<file path="src/design/mlpd_consts.vh">
// Constants for the 24-channel LED PWM driver core
`ifndef MLPD_CONSTS_VH
`define MLPD_CONSTS_VH
`define MLPD_NCH          24
`define MLPD_W8           8
`define MLPD_CLK_HZ       125000000
// 97 kHz individual PWM: 256 steps; step divider from 125 MHz
`define MLPD_IND_HZ       97000
`define MLPD_IND_DIV      5
// Group dimming 190 Hz: 256 steps
`define MLPD_GRP_HZ       190
`define MLPD_GRP_DIV      12'd2570
// Blink step for 24 Hz; 256 frequency codes stretch it to 10.73 s at 125 MHz
`define MLPD_BLK_W        32
`define MLPD_BLK_MIN      32'h00004FF2
// Channel modes
`define MLPD_M_OFF        2'h0
`define MLPD_M_ON         2'h1
`define MLPD_M_IND        2'h2
`define MLPD_M_GRP        2'h3
// Addresses
`define MLPD_RST_CALL_ADR 7'h03
`define MLPD_ALL_DEF      7'h70
`define MLPD_SUB1_DEF     7'h71
`define MLPD_SUB2_DEF     7'h72
`define MLPD_SUB3_DEF     7'h74
`define MLPD_HW_HI        1'h1
// Register pointer map
`define MLPD_R_MODE       6'h00
`define MLPD_R_GRPPWM     6'h01
`define MLPD_R_GRPFREQ    6'h02
`define MLPD_R_CHASE      6'h03
`define MLPD_R_PWM0       6'h04
`define MLPD_R_SEL0       6'h1C
`define MLPD_R_SUB1       6'h22
`define MLPD_R_SUB2       6'h23
`define MLPD_R_SUB3       6'h24
`define MLPD_R_ALL        6'h25
// Mode register bits
`define MLPD_MB_BLINK     0
`define MLPD_MB_ACKUPD    1
`define MLPD_MB_SUB3      2
`define MLPD_MB_SUB2      3
`define MLPD_MB_SUB1      4
`define MLPD_MB_ALL       5
`define MLPD_MODE_DEF     8'h20
`define MLPD_GRP_DEF      8'hFF
`define MLPD_FREQ_DEF     8'h00
`define MLPD_DUTY_DEF     8'h00
`define MLPD_CHASE_DEF    24'hFFFFFF
`endif

</file>
<file path="src/design/mlpd_core.v">
// 24-channel LED PWM driver core with write-only serial slave
// Notes on behaviour
// - Each of 24 outputs has its own 8-bit PWM near 97 kHz.
// - Individual duty runs from 0 at code 0 to 255/256.
// - Group PWM dims at 190 Hz or blinks with programmable period.
// - Each output selects off, on, individual PWM, or individual plus group.
// - Deasserted active-low gate switches all outputs off together.
// - Software reset call restores all defaults like power-on reset.
// - Chase byte enables or disables selected outputs.
// - Outputs update at each acknowledge after the address byte, or at stop; stop is default.
// - Only write transfers accepted at up to 5 MHz; no reads.
// - Six address pins form part of the slave address.
// - Group call and three sub call addresses, each enableable.
// - Individual brightness resets to off, group brightness to maximum.
// - PWM timing derives from the internal clock, no external parts.
// - First byte after address is control: 6-bit pointer, top bit increments.
// - Group call enabled and sub calls disabled at reset.
`timescale 1ns/1ps
`default_nettype none
`include "mlpd_consts.vh"
module mlpd_core (
   // Clock and reset
   input  wire        clk,
   input  wire        srst,
   // Serial bus pins (input only)
   input  wire        fast_serial_clock,
   input  wire        fast_serial_data,
   // Hardware address pins
   input  wire [5:0]  hw_address_in,
   // Output gate, active low
   input  wire        out_gate_n,
   // LED sinks, high turns the sink on
   output reg  [23:0] led_sink_output
);
   ////////////////////////////////////////////////////////////////////////////
   // Pin synchronisers
   reg [1:0] scl_s;
   reg [1:0] sda_s;
   reg [1:0] oe_s;
   reg [11:0] hwa_s;
   reg       scl_d;
   reg       sda_d;
   always @(posedge clk) begin
      scl_s <= {scl_s[0], fast_serial_clock};
      sda_s <= {sda_s[0], fast_serial_data};
      oe_s  <= {oe_s[0], out_gate_n};
      hwa_s <= {hwa_s[5:0], hw_address_in};
      scl_d <= scl_s[1];
      sda_d <= sda_s[1];
   end
   wire scl_rise = scl_s[1] & ~scl_d;
   wire start_c  = scl_s[1] & scl_d & sda_d & ~sda_s[1];
   wire stop_c   = scl_s[1] & scl_d & ~sda_d & sda_s[1];
   ////////////////////////////////////////////////////////////////////////////
   // Serial receiver
   localparam [3:0] S_IDLE = 4'h1, S_ADR = 4'h2, S_CTL = 4'h4, S_DAT = 4'h8;
   reg  [3:0]  st_reg;
   reg  [3:0]  bit_reg;
   reg  [7:0]  sh_reg;
   reg  [5:0]  ptr_reg;
   reg         inc_reg;
   reg         swr_reg;
   reg         wr_pulse;
   reg         ack_pulse;
   reg  [5:0]  wr_ptr;
   reg  [7:0]  wr_dat;
   reg         soft_rst;
   // Register file
   reg  [7:0]  mode_reg;
   reg  [7:0]  grp_duty_reg;
   reg  [7:0]  grp_freq_reg;
   reg  [23:0] chase_reg;
   reg  [7:0]  sub1_reg;
   reg  [7:0]  sub2_reg;
   reg  [7:0]  sub3_reg;
   reg  [7:0]  all_reg;
   reg  [7:0]  duty_sh [0:23];
   reg  [1:0]  sel_sh  [0:23];
   reg  [7:0]  duty_act [0:23];
   reg  [1:0]  sel_act  [0:23];
   reg  [23:0] chase_act;
   wire [7:0]  byte_in = {sh_reg[6:0], sda_s[1]};
   wire        rst_all = srst | soft_rst;
   wire [6:0]  hw_adr  = {`MLPD_HW_HI, hwa_s[11:6]};
   wire        adr_hit = (byte_in[7:1] == hw_adr) |
                         (mode_reg[`MLPD_MB_ALL]  & (byte_in[7:1] == all_reg[7:1]))  |
                         (mode_reg[`MLPD_MB_SUB1] & (byte_in[7:1] == sub1_reg[7:1])) |
                         (mode_reg[`MLPD_MB_SUB2] & (byte_in[7:1] == sub2_reg[7:1])) |
                         (mode_reg[`MLPD_MB_SUB3] & (byte_in[7:1] == sub3_reg[7:1]));
   // Bit 8 of each byte is the acknowledge slot; the master drives it high
   always @(posedge clk) begin
      wr_pulse  <= 1'b0;
      ack_pulse <= 1'b0;
      soft_rst  <= 1'b0;
      if (srst) begin
         st_reg  <= S_IDLE;
         bit_reg <= 4'h0;
         sh_reg  <= 8'h00;
         ptr_reg <= 6'h00;
         inc_reg <= 1'b0;
         swr_reg <= 1'b0;
         wr_ptr  <= 6'h00;
         wr_dat  <= 8'h00;
      end else if (start_c) begin
         st_reg  <= S_ADR;
         bit_reg <= 4'h0;
         swr_reg <= 1'b0;
      end else if (stop_c) begin
         st_reg  <= S_IDLE;
      end else if (scl_rise && st_reg != S_IDLE) begin
         if (bit_reg == 4'h8) begin
            bit_reg <= 4'h0;
            ack_pulse <= (st_reg == S_DAT);
         end else begin
            bit_reg <= bit_reg + 4'h1;
            sh_reg  <= byte_in;
            if (bit_reg == 4'h7) begin
               case (st_reg)
                  S_ADR: begin
                     if (byte_in == {`MLPD_RST_CALL_ADR, 1'b0}) begin
                        swr_reg <= 1'b1;
                        st_reg  <= S_CTL;
                     end else if (adr_hit && !byte_in[0])
                        st_reg <= S_CTL;
                     else
                        st_reg <= S_IDLE;
                  end
                  S_CTL: begin
                     if (swr_reg)
                        soft_rst <= 1'b1;
                     ptr_reg <= byte_in[5:0];
                     inc_reg <= byte_in[7];
                     st_reg  <= swr_reg ? S_IDLE : S_DAT;
                  end
                  S_DAT: begin
                     wr_pulse <= 1'b1;
                     wr_ptr   <= ptr_reg;
                     wr_dat   <= byte_in;
                     if (inc_reg)
                        ptr_reg <= (ptr_reg == `MLPD_R_ALL) ? 6'h00 : ptr_reg + 6'h01;
                  end
                  default: st_reg <= S_IDLE;
               endcase
            end
         end
      end
   end
   ////////////////////////////////////////////////////////////////////////////
   // Register writes and shadow transfer
   wire upd = mode_reg[`MLPD_MB_ACKUPD] ? ack_pulse : stop_c;
   always @(posedge clk) begin
      if (rst_all) begin
         mode_reg     <= `MLPD_MODE_DEF;
         grp_duty_reg <= `MLPD_GRP_DEF;
         grp_freq_reg <= `MLPD_FREQ_DEF;
         chase_reg    <= `MLPD_CHASE_DEF;
         sub1_reg     <= {`MLPD_SUB1_DEF, 1'b0};
         sub2_reg     <= {`MLPD_SUB2_DEF, 1'b0};
         sub3_reg     <= {`MLPD_SUB3_DEF, 1'b0};
         all_reg      <= {`MLPD_ALL_DEF, 1'b0};
         chase_act    <= `MLPD_CHASE_DEF;
      end else begin
         if (wr_pulse) begin
            case (wr_ptr)
               `MLPD_R_MODE:    mode_reg     <= wr_dat;
               `MLPD_R_GRPPWM:  grp_duty_reg <= wr_dat;
               `MLPD_R_GRPFREQ: grp_freq_reg <= wr_dat;
               `MLPD_R_CHASE:   chase_reg    <= {3{wr_dat}};
               `MLPD_R_SUB1:    sub1_reg     <= wr_dat;
               `MLPD_R_SUB2:    sub2_reg     <= wr_dat;
               `MLPD_R_SUB3:    sub3_reg     <= wr_dat;
               `MLPD_R_ALL:     all_reg      <= wr_dat;
               default: ;
            endcase
         end
         if (upd)
            chase_act <= chase_reg;
      end
   end
   genvar g;
   generate
      for (g = 0; g < `MLPD_NCH; g = g + 1) begin : g_ch
         always @(posedge clk) begin
            if (rst_all) begin
               duty_sh[g]  <= `MLPD_DUTY_DEF;
               sel_sh[g]   <= `MLPD_M_OFF;
               duty_act[g] <= `MLPD_DUTY_DEF;
               sel_act[g]  <= `MLPD_M_OFF;
            end else begin
               if (wr_pulse && wr_ptr == `MLPD_R_PWM0 + g)
                  duty_sh[g] <= wr_dat;
               if (wr_pulse && wr_ptr == `MLPD_R_SEL0 + g / 4)
                  sel_sh[g] <= wr_dat[2*(g%4)+1 -: 2];
               if (upd) begin
                  duty_act[g] <= duty_sh[g];
                  sel_act[g]  <= sel_sh[g];
               end
            end
         end
      end
   endgenerate
   ////////////////////////////////////////////////////////////////////////////
   // PWM timebases from the core clock
   reg [2:0]  ind_pre;
   reg [7:0]  ind_cnt;
   reg [11:0] grp_pre;
   reg [31:0] blk_pre;
   reg [7:0]  grp_cnt;
   // Blink step period: (freq+1) times the fastest 24 Hz step
   wire [31:0] blk_lim = `MLPD_BLK_MIN * ({24'h000000, grp_freq_reg} + 32'h1);
   wire        blink   = mode_reg[`MLPD_MB_BLINK];
   wire        grp_tick = blink ? (blk_pre >= blk_lim - 32'h1)
                                : (grp_pre == `MLPD_GRP_DIV - 12'd1);
   always @(posedge clk) begin
      if (rst_all) begin
         ind_pre <= 3'h0;
         ind_cnt <= 8'h00;
         grp_pre <= 12'h000;
         blk_pre <= 32'h0;
         grp_cnt <= 8'h00;
      end else begin
         ind_pre <= (ind_pre == `MLPD_IND_DIV - 1) ? 3'h0 : ind_pre + 3'h1;
         if (ind_pre == `MLPD_IND_DIV - 1)
            ind_cnt <= ind_cnt + 8'h01;
         grp_pre <= grp_tick ? 12'h000 : grp_pre + 12'h001;
         blk_pre <= grp_tick ? 32'h0 : blk_pre + 32'h1;
         if (grp_tick)
            grp_cnt <= grp_cnt + 8'h01;
      end
   end
   wire grp_on = grp_cnt < grp_duty_reg;
   ////////////////////////////////////////////////////////////////////////////
   // Output mux, gated by pin and chase mask
   // One register for all sinks keeps the output vector single-driven
   wire [23:0] lvl_vec;
   generate
      for (g = 0; g < `MLPD_NCH; g = g + 1) begin : g_out
         wire ind_on = ind_cnt < duty_act[g];
         reg  lvl;
         always @* begin
            case (sel_act[g])
               `MLPD_M_OFF: lvl = 1'b0;
               `MLPD_M_ON:  lvl = 1'b1;
               `MLPD_M_IND: lvl = ind_on;
               `MLPD_M_GRP: lvl = ind_on & grp_on;
               default:     lvl = 1'b0;
            endcase
         end
         assign lvl_vec[g] = lvl;
      end
   endgenerate
   always @(posedge clk) begin
      if (rst_all)
         led_sink_output <= 24'h000000;
      else
         led_sink_output <= lvl_vec & {24{~oe_s[1]}} & chase_act;
   end
endmodule // mlpd_core
`default_nettype wire

</file>
<file path="config.mk">
export PLATFORM = sky130hd
export DESIGN_NAME = mlpd_core
export DESIGN_NICKNAME = d
export VERILOG_FILES = /design/src/design/mlpd_core.v
export VERILOG_INCLUDE_DIRS = /design/src /design/src/design
export SDC_FILE = /design/constraint.sdc
export NUM_CORES = 1
export LEC_CHECK = 0
export ABC_AREA = 0
export BUFFER_PORTS_ARGS = -buffer_cell sky130_fd_sc_hd__clkbuf_2
export CAP_MARGIN = 20
export CELL_PAD_IN_SITES_DETAIL_PLACEMENT = 0
export CELL_PAD_IN_SITES_GLOBAL_PLACEMENT = 1
export CORE_MARGIN = 2
export CORE_UTILIZATION = 52
export DETAILED_ROUTE_END_ITERATION = 10
export HOLD_SLACK_MARGIN = 0.1
export PLACE_DENSITY_LB_ADDON = 0.1
export SYNTH_ARGS = -nofsm -noshare
export SYNTH_HDL_FRONTEND = slang
export SYNTH_SLANG_ARGS = --single-unit
</file>
<file path="constraint.sdc">
create_clock -name clk -period 9.55 [get_ports clk]
set_input_delay 1.91 -clock clk [delete_from_list [all_inputs] [get_ports clk]]
set_output_delay 1.91 -clock clk [all_outputs]
set_load 0.01 [all_outputs]
</file>
==> results.ini, run 1 <==
[outcome]
status=complete, no violations

[sta]
fin_ws_ns=0.768
rsz0062_at_grt=false
slew_viol_final=0
max_freq_mhz=114
fin_crit_sh_pct=92.0
tightest_slew_ns=1.17
final.setup.tns_ns=0
hold_slack_ns=0.326
hold_violations=0
skew_ns=0.0192
slew-limit-headroom_pct=22.0
min_period_ns=8.78
setup_viol=0

[pwr]
vdd_drop_max_uv=155
clkPwrFrac_pct=45.4
p_leak_nw=16.6
p_sw_w=0.00135
p_int_w=0.00510
swShare_pct=20.9
powerDensity_nw_per_um2=169
pwr-share-seq_pct=51.5
pwr-share-comb_pct=3.0

[yosys]
ys.flop_type=edfxtp_1
synth_nets=3396
netlist-cell-type-count=80
ys_seq_area_share_pct=54.0
yosys-top-cells-area=edfxtp_1 42%, dfxtp_1 12%, ha_1 9.9%
syn_area_um2=34600
synthCells=3084
yosys_warnings=0
yosys.area.top_type=edfxtp_1
synth.avg_cell_area_um2=11.2
yosysTopAreaCellShare_pct=41.7
synth_seq_cells=693
async_flop_share_pct=0
synth_edf_count=480

[floorplanning]
die_y_um=262
initial_core_util_pct=52.5
rows=94
io_pins=35
core_um2=65900
fp.dieW_um=262
dieArea_um2=68600

[clock_network]
clk_pin_slew_ns=0.06
cts-resized-gates=0
post_cts_buffers=0
cts_buffers=74
cts_tree=yes
cts_hold_buffers=0
htree_levels=3
cts.sinks=693
clockRootBuffer=clkbuf_16
clk_latency_ns=0.62
cts_buffer_depth=3

[drt]
wl_per_cell_um=19.8
via_per_inst=5.40
drc=0
wirelength_um=80300
firstDrtPassIters=5
via_count=21900
detail-route-antenna-nets=0
drtIter0Drc=1402

[setup_path]
crit_cells=31
crit_end=blk_pre[8]$_SDFF_PP0_
crit_top_cell=inv_1
cp.required_ns=10.03
crit_fanout=44
critPathLaunchType=flip-flop
critPathBufInv=7
path_class=flip-flop to flip-flop
cpLargestDelayFamily=adder cells
critPathSlowestCell=fa_1
r2r_slack_ns=0.77
crit_start=grp_freq_reg[2]$_SDFFE_PN0P_
r2r-end=blk_pre[8]$_SDFF_PP0_
arrival_ns=9.26
cpPeakStageDelay_ns=0.63
timing.rr.start=grp_freq_reg[2]$_SDFFE_PN0P_
end_kind=flip-flop
r2r_cells=31

[placed_design]
hpwl_um=50600
port_buffers=34
gp_congestion=0.827
post-place-ws_ns=0.849
placed_area_um2=35700

[global_routing]
grt_pass1_wl_um=125000
gr-usage-all-layers_pct=24.0
top_usage_layer=met2
gr-usage-met3_pct=3.21
met1_usage_pct=30.9
antenna_found_initial=4
gr-total-overflow=0
grt_pass1_vias=21600
grtUsageMet2_pct=42.0
grt_max_degree=118

[finish]
final_nets=3433
fin_util_pct=58.0
syn2layout_area_growth_pct=10.5
stdcell_area_um2=38200
drive_gt1_share_pct=7.76
reg_top3=duty_act (192), duty_sh (192)

[worst_hold_path]
worstHoldStart=oe_s[0]$_DFF_P_
whs_path_depth=0
hp-class=flip-flop to flip-flop

[run]
cap_violations=0

## per-stage QoR
step / total power, W / cells
6_report: 0.00645 / 4047
5_1_grt: 0.00665 / 4046
4_1_cts: 0.00650 / 4031
3_5_place_dp: 0.00358 / 3894
3_3_place_gp: 0.00357 / 3888
2_1_floorplan: 0.00352 / 3084
## per-layer routing
layer	vias to the layer above	routed length (um)	part of all wire [%]
met5	-	0	0
met4	0	2120	2.6
met3	126	3580	4.5
met2	450	39900	50
met1	10600	34700	43
li1	10700	-	-
## cells by family (layout without fill, tap and decap cells)
logic type      Yosys count  after routing  synth area share [%]
compound gates          398            398                  7.90
buf+inv                 413            511                  4.56
simple gates           1113           1113                  17.7
mux                      42             42                  1.22
flops                   693            693                  54.0
other cells               0              1                     0
fa+ha+maj               301            301                  11.5
xor+xnor                124            124                  3.14
## layout by cell type, fill, tap and decap left out, types with 31 or more instances in the layout
cell,synthesis,layout
a21o_1,122,122
clkbuf_2,1,36
mux2i_1,41,41
and2_1,483,483
xnor2_1,67,67
dfxtp_1,213,201
nand4_1,31,31
edfxtp_1,480,480
nand3_1,56,56
nor3_1,48,48
nand2_1,158,157
o21ai_0,96,96
a21oi_1,67,66
inv_1,291,291
ha_1,273,273
nor2_1,191,189
clkbuf_16,0,77
xor2_1,57,57
## Yosys cell counts (11+ instances only)
master    instances
edfxtp_1        480
a211oi_1         29
nor3b_1          30
ha_1            273
nand2b_1         30
xnor2_1          67
fa_1             28
o211ai_1         12
nand4_1          31
mux2i_1          41
nand3_1          56
nor3_1           48
and3_1           16
o21ai_0          96
nor2_1          191
xor2_1           57
a21oi_1          67
clkbuf_1        106
a21o_1          122
inv_1           291
nand2_1         158
dfxtp_1         213
and2_1          483
o32ai_1          25
or2_2            11
## power groups by stage
| stage | logic [W] | registers (W) | clock network [W] |
|---|---|---|---|
| final | 0.000196 | 0.00332 | 0.00293 |
| after global routing | 0.000221 | 0.00333 | 0.00310 |
| after CTS | 0.000197 | 0.00332 | 0.00298 |
| after detailed placement | 0.000196 | 0.00339 | 0 |
| after global placement | 0.000187 | 0.00338 | 0 |
| after floorplan | 0.000131 | 0.00339 | 0 |
## worst min path at each step
stage,end
global placement,sda_s[1]$_DFF_P_
finish,oe_s[1]$_DFF_P_
global route,hwa_s[11]$_DFF_P_
detailed placement,hwa_s[8]$_DFF_P_
floorplan,hwa_s[10]$_DFF_P_
CTS,hwa_s[8]$_DFF_P_
## area by class of cell
type | instances | area, um2
Fill cell | 5530 | 27600
Sequential cell | 693 | 18700
Multi-Input combinational cell | 1978 | 14400
Clock buffer | 105 | 2110
Inverter | 291 | 1090
Tap cell | 864 | 1080
Timing Repair Buffer | 83 | 498
Clock inverter | 32 | 377
Antenna cell | 1 | 2.50
(Power assumes the default switching activity.)
==> run 2: changes to the inputs <==
CTS_BUF_LIST = sky130_fd_sc_hd__clkbuf_16   (was not set)
==> results.ini, run 2 (synthesis results as in run 1) <==
[drt]
wl_per_cell_um=19.9  ; about the same
drtIter0Drc=1418  ; +1.1%
via_count=21900  ; +0.018%
firstDrtPassIters=5  ; unchanged
via_per_inst=5.40  ; about the same
drc=0  ; unchanged
wirelength_um=80400  ; about the same
detail-route-antenna-nets=0  ; unchanged

[global_routing]
gr-usage-all-layers_pct=24.0  ; about the same
grt_max_degree=118  ; unchanged
grt_pass1_vias=21600  ; +0.037%
met1_usage_pct=30.9  ; about the same
gr-total-overflow=0  ; unchanged
antenna_found_initial=4  ; unchanged
gr-usage-met3_pct=3.21  ; unchanged
grtUsageMet2_pct=42.0  ; about the same
grt_pass1_wl_um=125000  ; about the same
top_usage_layer=met2

[placed_design]
hpwl_um=50600  ; unchanged
port_buffers=34  ; unchanged
dpl.cell_count=3894  ; unchanged
gp_congestion=0.827  ; unchanged
post-place-ws_ns=0.849  ; unchanged

[clock_network]
cts_hold_buffers=0  ; unchanged
post_cts_buffers=0  ; unchanged
clk_pin_slew_ns=0.06  ; about the same
clockRootBuffer=clkbuf_16
cts.sinks=693  ; unchanged
cts_buffer_depth=3  ; unchanged
clk_latency_ns=0.62  ; about the same
cts-resized-gates=0  ; unchanged
cts_tree=yes
cts_buffers=74  ; unchanged
htree_levels=3  ; unchanged

[finish]
final_common_cell=and2_1
final_nets=3433  ; unchanged
fillers=5546  ; +0.29%
syn2layout_area_growth_pct=10.2
reg_top3=duty_act (192), duty_sh (192)
n_antenna_cell=0  ; -1
drive_gt1_share_pct=7.57  ; -0.19 points
layout_common_cells=483 x and2_1, 480 x edfxtp_1, 311 x inv_1, 273 x ha_1, 201 x dfxtp_1
final_cells=4046  ; -0.025%

[sta]
setup_viol=0  ; unchanged
slew-limit-headroom_pct=20.4  ; -1.7 points
hold_violations=0  ; unchanged
tightest_slew_ns=1.19  ; +0.0253 ns
slew_viol_final=0  ; unchanged
fin_crit_sh_pct=92.1  ; +0.098 points
min_period_ns=8.79  ; +0.00937 ns
max_freq_mhz=114  ; -0.11%
final.setup.tns_ns=0  ; unchanged
fin_ws_ns=0.758  ; -0.00937 ns
skew_ns=0.0189  ; -0.000275 ns
rsz0062_at_grt=false

[setup_path]
crit_start=grp_freq_reg[2]$_SDFFE_PN0P_
end_kind=flip-flop
path_class=flip-flop to flip-flop
arrival_ns=9.27  ; about the same
crit_fanout=44  ; unchanged
cpPeakStageDelay_ns=0.63  ; about the same
critPathLaunchType=flip-flop
cp.required_ns=10.03  ; about the same
critPathSlowestCell=fa_1
crit_top_cell=inv_1
timing.rr.start=grp_freq_reg[2]$_SDFFE_PN0P_

[worst_hold_path]
worstHoldStart=oe_s[0]$_DFF_P_
hp-class=flip-flop to flip-flop

[floorplanning]
io_pins=35  ; unchanged
dieArea_um2=68600  ; unchanged
rows=94  ; unchanged
initial_core_util_pct=52.5  ; unchanged
die_y_um=262  ; unchanged
fp.dieW_um=262  ; unchanged
core_um2=65900  ; unchanged

[run]
cap_violations=0  ; unchanged

[outcome]
status=complete, no violations

[pwr]
p_total_w=0.00636  ; -1.3%
p_leak_nw=16.7  ; +0.26%
vdd_drop_max_uv=155  ; about the same
powerDensity_nw_per_um2=167  ; -1.1%

-- run 2: changes by cell type in the layout (fill, tap and decap cells not counted) --
cell / change
diode_2: -1
clkbuf_8: -8
clkbuf_1: -20
clkinv_1: +6
inv_2: +2
inv_1: +20
-- run 2: final cells by class --
type | instances | area [um2] | area share, %
sequential | 693 | 18700 | 49.0
inverter | 291 | 1090 | 2.86
timing repair buffer | 83 | 498 | 1.31
clock inverter | 60 | 482 | 1.26
multi-input combinational | 1978 | 14400 | 37.7
clock buffer | 77 | 1930 | 5.05
tap | 864 | 1080 | 2.83
-- run 2: where the power goes --
part | switching (W) | leakage, nW | internal [W]
registers | 0.0000288 | 6.79 | 0.00329
clock network | 0.00119 | 1.26 | 0.00165
logic | 0.000129 | 8.61 | 0.0000669
-- run 2: path summary, 6_finish.rpt --
check / end / slack (ns) / cells after the start
hold reg to reg: oe_s[1]$_DFF_P_ / 0.33 / 0
hold / removal: oe_s[1]$_DFF_P_ / 0.33 / 0
setup reg to reg: blk_pre[8]$_SDFF_PP0_ / 0.76 / 31
setup / recovery: blk_pre[8]$_SDFF_PP0_ / 0.76 / 31
-- run 2: stage by stage --
step | hold slack, ns | utilization (%) | instance area, um2
finish | 0.326 | 57.9 | 38100
detailed placement | 0.312 | 54.1 | 35700
floorplan | 0.310 | - | 34600
global route | 0.331 | 57.9 | 38100
CTS | 0.327 | 57.8 | 38100
global placement | 0.316 | 54.1 | 35600
-- run 2: routing by layer --
metal | wire [um] | vias up | share of wire [%]
li1 | - | 10700 | -
met1 | 34700 | 10600 | 43
met2 | 39800 | 446 | 50
met3 | 3700 | 127 | 4.6
met4 | 2140 | 0 | 2.7
met5 | 0 | - | 0
-- run 2: critical path, delay by kind of cell (launching register included) --
kind                     cells  cell delay, ns
AND/OR/NAND/NOR             13            2.47
XOR/XNOR                     2            0.69
adder cells (fa/ha/maj)      6            3.13
flip-flops                   1            0.48
buffers and inverters        7            1.10
AO/OA/AOI/OAI                3            0.72
==> run 3: changes to the inputs <==
clock period = 8.9 ns   (was 9.55 ns; I/O delays follow)
==> results.ini, run 3 (synthesis results as in run 1) <==
[floorplanning]
fp.dieW_um=262  ; unchanged
dieArea_um2=68600  ; unchanged
die_y_um=262  ; unchanged
initial_core_util_pct=52.5  ; unchanged
core_um2=65900  ; unchanged
rows=94  ; unchanged
io_pins=35  ; unchanged

[finish]
reg_top3=duty_act (192), duty_sh (192)
fillers=5503  ; -0.78%
final_nets=3444  ; +0.32%
stdcell_area_um2=38500  ; +0.80%
layout_common_cells=483 x and2_1, 480 x edfxtp_1, 300 x inv_1, 273 x ha_1, 199 x dfxtp_1
syn2layout_area_growth_pct=11.1
final_common_cell=and2_1
drive_gt1_share_pct=8.33  ; +0.76 points

[pwr]
p_sw_w=0.00147  ; +9.2%
p_int_w=0.00555  ; +11%
pwr-share-seq_pct=50.8  ; -1.4 points
clkPwrFrac_pct=46.2  ; +1.5 points
swShare_pct=21.0  ; -0.22 points
p_leak_nw=16.8  ; +0.60%
powerDensity_nw_per_um2=182  ; +9.5%
vdd_drop_max_uv=156  ; +0.28%
pwr-share-comb_pct=3.0  ; about the same
p_total_w=0.00702  ; +10%

[drt]
drc=0  ; unchanged
detail-route-antenna-nets=0  ; unchanged
wirelength_um=79400  ; -1.3%
wl_per_cell_um=19.5  ; -1.6%
firstDrtPassIters=5  ; unchanged
drtIter0Drc=1364  ; -3.8%
via_per_inst=5.40  ; about the same
via_count=21900  ; +0.41%

[sta]
hold_violations=0  ; unchanged
min_period_ns=8.33  ; -0.458 ns
tightest_slew_ns=1.14  ; -0.0525 ns
hold_slack_ns=0.327  ; +0.000788 ns
final.setup.tns_ns=0  ; unchanged
slew_viol_final=0  ; unchanged
max_freq_mhz=120  ; +5.5%
setup_viol=0  ; unchanged
slew-limit-headroom_pct=23.2  ; +2.8 points
rsz0062_at_grt=false
fin_crit_sh_pct=93.6  ; +1.6 points
skew_ns=0.0271  ; +0.00816 ns

[global_routing]
top_usage_layer=met2
grt_pass1_vias=21600  ; +0.083%
antenna_found_initial=1  ; -3
gr-usage-met3_pct=3.47  ; +0.26 points
grt_pass1_wl_um=123000  ; -1.2%
grtUsageMet2_pct=40.5  ; -1.5 points
gr-usage-all-layers_pct=23.8  ; -0.22 points
met1_usage_pct=30.7  ; -0.16 points
gr-total-overflow=0  ; unchanged
grt_max_degree=92  ; -22%

[placed_design]
gp_congestion=0.817  ; -1.2%
hpwl_um=50000  ; -1.2%
port_buffers=34  ; unchanged
placed_area_um2=35700  ; about the same

[clock_network]
cts_buffers=77  ; +4.1%
cts_buffer_depth=3  ; unchanged
cts_tree=yes
clk_pin_slew_ns=0.06  ; about the same
clk_latency_ns=0.62  ; about the same
cts.sinks=693  ; unchanged
clockRootBuffer=clkbuf_16
htree_levels=3  ; unchanged

[setup_path]
path_class=flip-flop to flip-flop
crit_top_cell=inv_1
critPathLaunchType=flip-flop
end_kind=flip-flop
crit_fanout=44  ; unchanged
r2r-end=blk_pre[12]$_SDFF_PP0_
r2r_slack_ns=0.57  ; -0.19 ns
timing.rr.start=grp_freq_reg[1]$_SDFFE_PN0P_
arrival_ns=8.81  ; -0.46 ns
cp.required_ns=9.38  ; -0.65 ns
critPathSlowestCell=fa_1
r2r_cells=32  ; +3.2%
cpPeakStageDelay_ns=0.63  ; about the same

[worst_hold_path]
hp-class=flip-flop to flip-flop
worstHoldStart=hwa_s[0]$_DFF_P_
whs_path_depth=0  ; unchanged
hold_path_end=hwa_s[6]$_DFF_P_

[outcome]
status=complete, no violations

[run]
cap_violations=0  ; unchanged

run 3: cell count changes in the layout (fill, tap and decap cells not counted), sizes merged:
cell      change
inv           -9
clkbuf        +6
buf           +4
bufinv        +4
clkinv        +4
diode         +3
clkinvlp      +2
run 3: layout make-up:
class	count	area [um2]	area share [%]
antenna	3	7.51	0.0195
clock buffer	79	1980	5.14
clock inverter	61	606	1.57
inverter	291	1090	2.84
multi-input combinational	1978	14400	37.4
sequential	693	18700	48.6
tap	864	1080	2.81
timing repair buffer	91	604	1.57
run 3: worst max-delay path by stage:
stage | startpoint | endpoint
floorplan | srst | duty_act[0][0]$_SDFFCE_PN0P_
global placement | grp_freq_reg[0]$_SDFFE_PN0P_ | blk_pre[5]$_SDFF_PP0_
CTS | grp_freq_reg[0]$_SDFFE_PN0P_ | blk_pre[17]$_SDFF_PP0_
detailed placement | grp_freq_reg[0]$_SDFFE_PN0P_ | blk_pre[17]$_SDFF_PP0_
global route | grp_freq_reg[1]$_SDFFE_PN0P_ | blk_pre[17]$_SDFF_PP0_
finish | grp_freq_reg[1]$_SDFFE_PN0P_ | blk_pre[12]$_SDFF_PP0_
run 3: power groups by stage:
stage          clock network [W]  registers (W)  logic, W
3_3_place_gp                   0        0.00363  0.000200
3_5_place_dp                   0        0.00363  0.000209
2_1_floorplan                  0        0.00364  0.000141
5_1_grt                  0.00344        0.00357  0.000240
4_1_cts                  0.00330        0.00356  0.000210
6_report                 0.00324        0.00356  0.000212
run 3: layer usage:
layer	vias to the layer above	part of all wire, %
li1	10700	-
met1	10700	43
met2	429	49
met3	137	4.5
met4	0	2.9
met5	-	0
run 3: timing repair:
item / in CTS / in global routing
hold buffers: 0 / 0
endpoints found under the setup margin: 0 / 44
setup buffers: 0 / 1
resized for setup: 0 / 6
run 3: stage by stage:
step / worst slack, ns / utilization (%) / std cells
2_1_floorplan: 0.635 / - / 3084
3_3_place_gp: 0.582 / 54.1 / 3893
3_5_place_dp: 0.283 / 54.2 / 3897
4_1_cts: 0.228 / 58.1 / 4037
5_1_grt: 0.00332 / 58.4 / 4058
6_report: 0.566 / 58.4 / 4060
run 3: worst max-delay path, delay by kind of cell (launching register included):
kind            cells  cell delay (ns)
simple gates       12             2.32
compound gates      4             1.07
buf+inv             8             1.08
flops               1             0.43
fa+ha+maj           6             3.01
xor+xnor            2             0.26
